$ cat config.mk
export PLATFORM = sky130hd
export DESIGN_NAME = sram_host_ctrl
export DESIGN_NICKNAME = d
export VERILOG_FILES = /design/src/rtl/sram_port_pkg.sv /design/src/rtl/sram_cycle_timer.sv /design/src/rtl/sram_host_ctrl.sv
export SDC_FILE = /design/constraint.sdc
export NUM_CORES = 1
export LEC_CHECK = 0
export ABC_AREA = 1
export BUFFER_PORTS_ARGS = -buffer_cell sky130_fd_sc_hd__buf_4
export CELL_PAD_IN_SITES_DETAIL_PLACEMENT = 2
export CELL_PAD_IN_SITES_GLOBAL_PLACEMENT = 2
export CORE_MARGIN = 3
export CORE_UTILIZATION = 30
export DETAILED_ROUTE_END_ITERATION = 10
export HOLD_SLACK_MARGIN = 0.12
export PLACE_DENSITY = 0.91
export SKIP_LAST_GASP = 1
export SLEW_MARGIN = 40
export SYNTH_ARGS = -nofsm -noshare
export SYNTH_HDL_FRONTEND = slang
export SYNTH_SLANG_ARGS = --single-unit
$ cat constraint.sdc
create_clock -name sys_clk -period 5.2 [get_ports sys_clk]
set_input_delay 0.78 -clock sys_clk [delete_from_list [all_inputs] [get_ports sys_clk]]
set_output_delay 0.78 -clock sys_clk [all_outputs]
set_load 0.05 [all_outputs]
$ cat src/rtl/sram_port_pkg.sv
// Functional notes
// RULE1: memory holds 1,048,576 words of 16 bits, 20-bit word address.
// RULE2: low lane select gates bits 7..0, high lane select bits 15..8.
// RULE3: memory drives a lane only when selected, read enabled, strobe high.
// RULE4: controller holds write strobe high throughout every read.
// RULE5: memory holds old read data at least 10 ns after address change.
// RULE6: read data valid within 55/70 ns of chip select.
// RULE7: read data valid within 30/35 ns of output enable low.
// RULE8: lane data valid within 55/70 ns of lane select low.
// RULE9: controller presents address no later than selects become active.
// RULE10: memory floats bus within 20/25 ns of chip deselect.
// RULE11: memory floats bus within 20/25 ns of output enable high.
// RULE12: lane floats within 25/30 ns of its select high; both high is standby.
// RULE13: write happens only with chips selected, strobe low, a lane selected.
// RULE14: controller changes address only while strobe, selects and lanes idle.
// RULE15: controller keeps address valid 50/60 ns before write end.
// RULE16: controller keeps chip selects active 50/60 ns before write end.
// RULE17: controller drives write data 25/30 ns before write end.
// RULE18: controller may remove write data right at write end.
// RULE19: memory floats outputs within 20/25 ns of strobe falling.
// RULE20: write pulse exceeds turn-off delay plus data set-up time.
// RULE21: selects active at or after strobe fall keep outputs floating.
// RULE22: memory resumes driving no sooner than 5 ns after write end.
// RULE23: controller never drives bus while memory drives read data.
// RULE24: controller spaces reads at least 55/70 ns apart.
// RULE25: controller spaces writes 55/70 ns apart, strobe low 45/55 ns.
// RULE26: controller waits one read cycle after leaving data retention; the code acts on retention_exit only in ST_IDLE.
`default_nettype none
package sram_port_pkg;
  localparam int ADDR_W = 20;
  localparam int DATA_W = 16;
  localparam int CLK_PS = 5000;
  // slow grade figures, safe for both grades
  localparam int T_RC_NS = 70;
  localparam int T_AA_NS = 70;
  localparam int T_WC_NS = 70;
  localparam int T_AW_NS = 60;
  localparam int T_WP_NS = 55;
  localparam int T_DW_NS = 30;
  localparam int T_WHZ_NS = 25;
  localparam int T_OHZ_NS = 25;
  localparam int T_OW_NS = 5;
  function automatic int cyc_up(input int ns);
    return (ns * 1000 + CLK_PS - 1) / CLK_PS;
  endfunction
  localparam int RD_CYC = cyc_up(T_AA_NS) + 1;
  localparam int RC_CYC = cyc_up(T_RC_NS);
  localparam int WP_CYC = cyc_up(T_WP_NS > T_WHZ_NS + T_DW_NS ? T_WP_NS : T_WHZ_NS + T_DW_NS) + 1;
  localparam int WC_CYC = cyc_up(T_WC_NS);
  localparam int TURN_CYC = cyc_up(T_OHZ_NS > T_OW_NS ? T_OHZ_NS : T_OW_NS);
  localparam int CNT_W = 6;
endpackage
`default_nettype wire

$ cat src/rtl/sram_cycle_timer.sv
`default_nettype none
module sram_cycle_timer #(
  parameter int W = 6
) (
  input wire logic sys_clk,
  input wire logic rst,
  input wire logic load,
  input wire logic [W-1:0] count,
  output logic done
);
  logic [W-1:0] cnt_r;
  always_ff @(posedge sys_clk or posedge rst) begin
    if (rst) begin
      cnt_r <= '0;
    end else if (load) begin
      cnt_r <= count;
    end else if (cnt_r != '0) begin
      cnt_r <= cnt_r - 1'b1;
    end
  end
  // done must not look at load: the sequencer loads on done, a loop otherwise
  assign done = (cnt_r == '0);
endmodule
`default_nettype wire

$ cat src/rtl/sram_host_ctrl.sv
`default_nettype none
module sram_host_ctrl (
  input wire logic sys_clk,
  input wire logic rst,
  // user request side
  input wire logic req_valid,
  output logic req_ready,
  input wire logic req_write,
  input wire logic [sram_port_pkg::ADDR_W-1:0] req_addr,
  input wire logic [sram_port_pkg::DATA_W-1:0] req_wdata,
  input wire logic [1:0] req_lanes,
  output logic rsp_valid,
  output logic [sram_port_pkg::DATA_W-1:0] rsp_rdata,
  input wire logic retention_exit,
  // memory pins
  output logic [sram_port_pkg::ADDR_W-1:0] word_address,
  output logic chip_select_n,
  output logic chip_select_hi,
  output logic out_enable_n,
  output logic write_strobe_n,
  output logic low_lane_select_n,
  output logic high_lane_select_n,
  input wire logic [sram_port_pkg::DATA_W-1:0] data_bus_in,
  output logic [sram_port_pkg::DATA_W-1:0] data_bus_out,
  output logic data_bus_oe
);
  import sram_port_pkg::*;

  // ----------------------------------------------------------------
  // sequencer
  // ----------------------------------------------------------------
  typedef enum logic [5:0] {
    ST_IDLE = 6'b000001,
    ST_SETUP = 6'b000010,
    ST_READ = 6'b000100,
    ST_WRITE = 6'b001000,
    ST_RECOV = 6'b010000,
    ST_TURN = 6'b100000
  } state_e;

  state_e state_r, state_nxt;
  logic load;
  logic [CNT_W-1:0] count;
  logic done;
  logic wr_r;
  logic read_done_r;
  logic read_sample;

  // selects and lanes go active only in the two access states
  function automatic logic in_access(input state_e s);
    return (s == ST_READ) || (s == ST_WRITE);
  endfunction

  sram_cycle_timer #(.W(CNT_W)) timer (
    .sys_clk(sys_clk),
    .rst(rst),
    .load(load),
    .count(count),
    .done(done)
  );

  // retention exit wins over a same-cycle request
  assign req_ready = (state_r == ST_IDLE) && done && !retention_exit;

  always_comb begin
    state_nxt = state_r;
    load = 1'b0;
    count = '0;
    case (state_r)
      ST_IDLE: begin
        if (retention_exit) begin
          load = 1'b1; // RULE26
          count = CNT_W'(RC_CYC);
        end else if (req_valid && done) begin
          state_nxt = ST_SETUP; // RULE9
        end
      end
      ST_SETUP: begin
        load = 1'b1;
        if (wr_r) begin
          state_nxt = ST_WRITE;
          count = CNT_W'(WP_CYC); // RULE20 RULE25
        end else begin
          state_nxt = ST_READ;
          count = CNT_W'(RD_CYC);
        end
      end
      ST_READ: begin
        if (done) begin
          state_nxt = ST_TURN;
          load = 1'b1;
          count = CNT_W'(TURN_CYC); // RULE23 RULE24
        end
      end
      ST_WRITE: begin
        if (done) begin
          state_nxt = ST_RECOV;
          load = 1'b1;
          count = CNT_W'(WC_CYC - WP_CYC); // RULE25
        end
      end
      ST_RECOV: begin
        if (done) begin
          state_nxt = ST_IDLE;
        end
      end
      ST_TURN: begin
        if (done) begin
          state_nxt = ST_IDLE;
        end
      end
      default: begin
        state_nxt = ST_IDLE;
      end
    endcase
  end

  always_ff @(posedge sys_clk or posedge rst) begin
    if (rst) begin
      state_r <= ST_IDLE;
    end else begin
      state_r <= state_nxt;
    end
  end

  // ----------------------------------------------------------------
  // request capture
  // ----------------------------------------------------------------
  logic [DATA_W-1:0] wdata_r;
  logic [1:0] lanes_r;
  logic take;

  assign take = req_ready && req_valid;

  // address moves only on a take, while every select is idle
  always_ff @(posedge sys_clk or posedge rst) begin
    if (rst) begin
      word_address <= '0;
    end else if (take) begin
      word_address <= req_addr; // RULE14 RULE15
    end
  end

  always_ff @(posedge sys_clk or posedge rst) begin
    if (rst) begin
      wdata_r <= '0;
      lanes_r <= 2'b00;
      wr_r <= 1'b0;
    end else if (take) begin
      wdata_r <= req_wdata;
      lanes_r <= req_lanes;
      wr_r <= req_write;
    end
  end

  // ----------------------------------------------------------------
  // pin drive: selects
  // ----------------------------------------------------------------
  // every control pin follows state_nxt, so all of them switch on one edge
  // address settles a cycle before any select: no address-access wait
  always_ff @(posedge sys_clk or posedge rst) begin
    if (rst) begin
      chip_select_n <= 1'b1;
      chip_select_hi <= 1'b0;
      low_lane_select_n <= 1'b1;
      high_lane_select_n <= 1'b1;
    end else begin
      chip_select_n <= !in_access(state_nxt); // RULE9 RULE16
      chip_select_hi <= in_access(state_nxt);
      low_lane_select_n <= !(in_access(state_nxt) && lanes_r[0]);
      high_lane_select_n <= !(in_access(state_nxt) && lanes_r[1]);
    end
  end

  // ----------------------------------------------------------------
  // pin drive: read and write enables
  // ----------------------------------------------------------------
  always_ff @(posedge sys_clk or posedge rst) begin
    if (rst) begin
      out_enable_n <= 1'b1;
      write_strobe_n <= 1'b1;
    end else begin
      out_enable_n <= !(state_nxt == ST_READ); // RULE11
      write_strobe_n <= !(state_nxt == ST_WRITE); // RULE4
    end
  end

  // ----------------------------------------------------------------
  // pin drive: write data
  // ----------------------------------------------------------------
  // data leaves with the strobe edge: zero hold suffices, and the bus
  // is already free when a read's turnaround count starts
  always_ff @(posedge sys_clk or posedge rst) begin
    if (rst) begin
      data_bus_oe <= 1'b0;
      data_bus_out <= '0;
    end else begin
      data_bus_oe <= (state_nxt == ST_WRITE); // RULE17 RULE18 RULE23
      data_bus_out <= wdata_r;
    end
  end

  // ----------------------------------------------------------------
  // read capture
  // ----------------------------------------------------------------
  // sampled on the same edge that releases the selects
  assign read_sample = (state_r == ST_READ) && done;

  always_ff @(posedge sys_clk or posedge rst) begin
    if (rst) begin
      rsp_rdata <= '0;
    end else if (read_sample) begin
      rsp_rdata <= data_bus_in; // RULE6 RULE7 RULE8
    end
  end

  always_ff @(posedge sys_clk or posedge rst) begin
    if (rst) begin
      read_done_r <= 1'b0;
    end else begin
      read_done_r <= read_sample;
    end
  end
  assign rsp_valid = read_done_r;
endmodule
`default_nettype wire

==> results.yml, run 1 <==
detailed_routing:
  via_per_inst: 4.447
  met2_length_microns: 5815
  wirelength_met1_microns: 4003
  routed_wl_microns: 10620
  met3_length_microns: 575
  antenna_left: 0
  drt_iter0_markers: 88
  vias: 2993
  maxUsedRoutingLayer: "met4"
  routedWlPerCell_microns: 15.78
  drc: 0
  dr.pass1.iters: 4
cts:
  ctsResizeCount: 0
  h-tree-depth: 3
  tritoncts: "built"
  path_clk_slew_ps: 60
  cts_buffers: 9
  insertion_delay_ps: 340
  cts_root_buffer: "clkbuf_16"
  clockBufferDepth: 2
  post_cts_buffers: 0
  cts_sinks: 91
  ctsHoldBuffers: 0
yosys:
  synth_seq_cells: 91
  syn_nets: 465
  synthCells: 404
  post_synth.cell_area_avg_sq_um: 9.118
  ys_seq_area_frac: 0.6202
  async_flop_share: 1.000
  synth-edff-count: 0
  synth_area_sq_mm: 0.003684
  yosysWarnings: 0
  synth.distinct_cells: 27
  synth_ff_type: "dfrtp_1"
sta:
  finalHoldViolCount: 0
  post-route-min-period_ps: 2777
  rsz0062_at_grt: "false"
  fmax_mhz: 360.1
  slew_violations: 0
  tns_ps: 0
  fin_crit_sh: 0.5341
  slew_headroom: 0.5123
  tightestPinTransition_ps: 729.9
  skew_ps: 4.127
  setup_viol: 0
  whs_ps: 373.6
setup_path:
  end_kind: "output pin"
  critPathLaunchType: "register"
  endpoint: "req_ready"
  required_ps: 4420
  ff2ff_path_depth: 9
  r2r-start: "timer.cnt_r[0]"
  worstSetupPathType: "register to output pin"
  worst_ep_arrival_time_ps: 2000
  path_max_fanout: 6
  reg2reg_to: "timer.cnt_r[0]"
  startpoint: "timer.cnt_r[0]"
  reg2reg_setup_slack_ps: 2690
die:
  dieArea_sq_mm: 0.01364
  design.portCount: 120
  core-area_sq_mm: 0.01171
  initial_core_util: 0.3145
  die_w_microns: 116.8
  fp.dieH_microns: 116.8
  fp-row-count: 39
worst_hold_path:
  hp-class: "register to register"
layout:
  diodes: 0
  fillCellCount: 1305
  fin_nets: 586
  mostFrequentLayoutCells: "buf_4 (120), nand2_1 (107), inv_1 (100)"
  final_common_cell: "buf_4"
  syn_to_final_growth_pct: 35.90
  layout-drive-gt1-share: 0.2830
global_routing:
  grt_pass1_wl_microns: 17230
  grtUsageTotal: 0.1650
  grt_pass1_vias: 3492
  grt.overflow.total: 0
  grt_max_degree: 79
  antenna_found_initial: 0
flow_run:
  drv_cap: 0
place:
  portBuffers: 119
  gp_congestion: 0.8058
  dp_hpwl_microns: 7964
power_and_ir_drop:
  peakVddDrop_mv: 0.1726
  finalPower_mw: 1.773
  cellLeakagePower_nw: 2.507
  powerDensity_mw_per_mm2: 354.2
outcome:
  status: "finished, final reports clean"
[sequential cells by signal, summed over array words and instances, names as in the netlist]
name,flops
timer.cnt_r,6
rsp_valid,1
wr_r,1
lanes_r,2
high_lane_select_n,1
chip_select_n,1
data_bus_oe,1
low_lane_select_n,1
wdata_r,16
rsp_rdata,16
state_r,6
word_address,20
chip_select_hi,1
out_enable_n,1
write_strobe_n,1
data_bus_out,16
[critical path, stage by stage (launching register included)]
cell,delay (ps)
dfrtp_1,370
inv_1,160
ha_1,200
nand4_1,240
or2_2,380
nor2_1,90
buf_4,200
[how the worst min path moves through the flow]
stage | start | cells past startpoint | to | slack, ps
3_5_place_dp | wdata_r[13] | 0 | data_bus_out[13] | 360
6_report | wdata_r[13] | 0 | data_bus_out[13] | 370
2_1_floorplan | wdata_r[0] | 0 | data_bus_out[0] | 350
3_3_place_gp | wdata_r[13] | 0 | data_bus_out[13] | 360
4_1_cts | wdata_r[13] | 0 | data_bus_out[13] | 380
5_1_grt | wdata_r[4] | 0 | data_bus_out[4] | 390
[cell usage after synthesis (all sizes together), types with 3 or more instances]
cell type	number	area (sq um)
clkbuf	3	11.26
nand2	108	407.9
xor2	3	26.28
dfstp	6	157.7
nor2	19	100.1
nand3	7	47.55
o31ai	3	22.52
dfrtp	85	2127
inv	102	382.9
nand4	6	37.54
o21ai	42	210.2
buf	8	67.56
a31oi	3	18.77
[metal layers]
metal | vias to the layer above | global-route usage
li1 | 1434 | -
met1 | 1474 | 0.1807
met2 | 66 | 0.3000
met3 | 19 | 0.04884
met4 | 0 | 0.06346
met5 | - | 0
[metrics by stage]
| step | instance area [sq um] | utilization | std cells | worst slack [ps] |
|---|---|---|---|---|
| after global placement | 4687 | 0.4002 | 656 | 2847 |
| final | 5006 | 0.4275 | 673 | 2423 |
| after global routing | 5006 | 0.4275 | 673 | 2222 |
| after floorplan | 3684 | - | 404 | 2066 |
| after CTS | 4986 | 0.4257 | 672 | 2400 |
| after detailed placement | 4687 | 0.4002 | 656 | 2677 |
[power by group]
part / switching [mW] / internal, mW / leakage, nW
clock: 0.264 / 0.399 / 0.147
sequential: 0.0279 / 0.761 / 0.871
combinational: 0.213 / 0.109 / 1.49
[cells by family (layout without fill, tap and decap cells)]
logic type	after synthesis	after routing	synth area share
adders and majority gates	2	2	0.006792
DFF	91	91	0.6202
buffers and inverters	113	239	0.1253
AOI/OAI and AO/OA	50	50	0.07099
xor gates and xnor gates	4	4	0.009513
and+or+nand+nor	144	144	0.1671
[area by class of cell]
| type | instances | area, sq um | area share |
|---|---|---|---|
| Clock inverter | 2 | 35.03 | 0.006998 |
| Tap cell | 143 | 178.9 | 0.03574 |
| Timing Repair Buffer | 121 | 920.9 | 0.1840 |
| Inverter | 102 | 385.4 | 0.07698 |
| Multi-Input combinational cell | 200 | 937.1 | 0.1872 |
| Clock buffer | 14 | 264.0 | 0.05274 |
| Sequential cell | 91 | 2285 | 0.4564 |
(Power assumes the default switching activity.)
==> run 2, diff against run 1 <==
--- a/config.mk
+++ b/config.mk
@@ -10,10 +10,10 @@
 export CELL_PAD_IN_SITES_DETAIL_PLACEMENT = 2
 export CELL_PAD_IN_SITES_GLOBAL_PLACEMENT = 2
 export CORE_MARGIN = 3
-export CORE_UTILIZATION = 30
+export CORE_UTILIZATION = 29
 export DETAILED_ROUTE_END_ITERATION = 10
 export HOLD_SLACK_MARGIN = 0.12
-export PLACE_DENSITY = 0.91
+export PLACE_DENSITY = 0.88
 export SKIP_LAST_GASP = 1
 export SLEW_MARGIN = 40
 export SYNTH_ARGS = -nofsm -noshare
==> constraint.sdc (replaced) <==
create_clock -name sys_clk -period 2.9 [get_ports sys_clk]
set_input_delay 0.435 -clock sys_clk [delete_from_list [all_inputs] [get_ports sys_clk]]
set_output_delay 0.435 -clock sys_clk [all_outputs]
set_load 0.05 [all_outputs]
==> run 2 against run 1 <==
Compared with the run above:
- first-iteration DRC count is 34% lower
- sequential share of layout area down 0.15 points
- power up 74%
- clock skew rose by 3.8 ps
- worst hold slack got worse by 210 ps
- worst setup slack lost 2000 ps
- die area up 3.3%
- global-route usage decreased by 0.57 points
- utilization decreased by 1.6 points
- register-to-register slack got worse by 2000 ps
- critical endpoint unchanged
==> results.yml, run 2 (synthesis gave the netlist of run 1 again) <==
global_routing:
  grt_max_degree: 49
  grt.overflow.total: 0
  grtUsageTotal: 0.1593
  grt_pass1_vias: 3504
  grt_pass1_wl_microns: 17690
  antenna_found_initial: 0
die:
  design.portCount: 120
  die_w_microns: 118.7
  dieArea_sq_mm: 0.01409
  core-area_sq_mm: 0.01221
  fp-row-count: 40
  fp.dieH_microns: 118.7
  initial_core_util: 0.3016
setup_path:
  end_kind: "output pin"
  path_depth: 6
  ff2ff_path_depth: 8
  reg2reg_to: "word_address[19]"
  r2r-start: "timer.cnt_r[0]"
  path_max_fanout: 6
  cp_num_buf_inv: 2
  worstPathCellList: "inv_1, ha_1, nand4_1, or2_2, nor2_1, buf_4"
  reg2reg_setup_slack_ps: 690
  cp_top_family: "simple AND/OR/NAND/NOR gates"
  worst_ep_arrival_time_ps: 2030
  startpoint: "timer.cnt_r[0]"
  endpoint: "req_ready"
  max_stage_delay_ps: 400
  critPathLaunchType: "register"
  required_ps: 2470
  worstSetupPathType: "register to output pin"
  slowest_stage: "or2_2"
worst_hold_path:
  hp-class: "input pin to asynchronous set/reset pin"
outcome:
  status: "finished, final reports clean"
sta:
  post-route-min-period_ps: 2465
  rsz0062_at_grt: "false"
  finalHoldViolCount: 0
  fin_crit_sh: 0.8500
  tightestPinTransition_ps: 583.7
  fmax_mhz: 405.7
  tns_ps: 0
  setup_viol: 0
  slew_violations: 0
  skew_ps: 7.881
  slew_headroom: 0.6109
detailed_routing:
  antenna_left: 0
  via_per_inst: 4.309
  drc: 0
  dr.pass1.iters: 4
  vias: 3012
  routedWlPerCell_microns: 14.96
  drt_iter0_markers: 58
  routed_wl_microns: 10460
flow_run:
  drv_cap: 0
layout:
  top_register: "word_address"
  mostFrequentLayoutCells: "buf_4 (121), nand2_1 (107), inv_1 (100)"
  final_area_sq_mm: 0.005022
  final_common_cell: "buf_4"
  diodes: 0
  fillCellCount: 1375
  finish.utilization: 0.4113
  largest_reg_flops: 20
  syn_to_final_growth_pct: 36.35
  fin_nets: 587
  layout-drive-gt1-share: 0.2881
cts:
  clockBufferDepth: 2
  ctsHoldBuffers: 0
  insertion_delay_ps: 350
  path_clk_slew_ps: 70
  cts_sinks: 91
  cts_buffers: 9
  post_cts_buffers: 0
  h-tree-depth: 3
  cts_root_buffer: "clkbuf_16"
  tritoncts: "built"
  ctsResizeCount: 0
place:
  dp_hpwl_microns: 7804
  gp_congestion: 0.7777
  dpl-instance-area_sq_mm: 0.004746
  portBuffers: 119
power_and_ir_drop:
  cellLeakagePower_nw: 2.496
  peakVddDrop_mv: 0.4422
  powerDensity_mw_per_mm2: 613.7
run 2: cell count changes in the layout (fill, tap and decap cells not counted), sizes merged:
cell / change
inv: +3
buf: +1
bufinv: -1
clkinv: +1
clkbuf: -4
clkinvlp: +1
run 2: how the worst min path moves through the flow:
stage / startpoint / to / slack, ps / depth (start not counted)
2_1_floorplan: wdata_r[0] / data_bus_out[0] / 350 / 0
3_3_place_gp: wdata_r[11] / data_bus_out[11] / 360 / 0
3_5_place_dp: wdata_r[1] / data_bus_out[1] / 370 / 0
4_1_cts: rst / state_r[3] / 180 / 2
5_1_grt: rst / state_r[3] / 200 / 2
6_report: rst / state_r[3] / 170 / 2
run 2: per-layer routing:
layer  global-route usage  wire [microns]
met5                    0               0
met4              0.05141             185
met3              0.06842             755
met2               0.2892            5776
met1               0.1645            3739
run 2: layout make-up:
type	instances	area [sq um]	area share
Tap cell	168	210.2	0.04185
Clock inverter	6	47.55	0.009467
Sequential cell	91	2285	0.4549
Multi-Input combinational cell	200	937.1	0.1866
Inverter	102	385.4	0.07673
Timing Repair Buffer	122	928.4	0.1849
Clock buffer	10	229.0	0.04559
run 2: report_power, final:
part	switching [mW]	total, mW	internal [mW]
Combinational	0.373	0.569	0.196
Clock	0.509	1.10	0.590
Sequential	0.0511	1.41	1.36
Total	0.933	3.08	2.15
run 2: through the flow:
step	setup slack [ps]	std cells	hold WS, ps	total power, mW
after detailed placement	652.1	683	365.4	2.018
after floorplan	111.3	404	353.7	1.797
after global routing	285.4	699	200.3	3.261
final	435.0	699	165.6	3.082
after global placement	859.7	683	357.4	1.981
after CTS	384.0	699	181.6	3.145
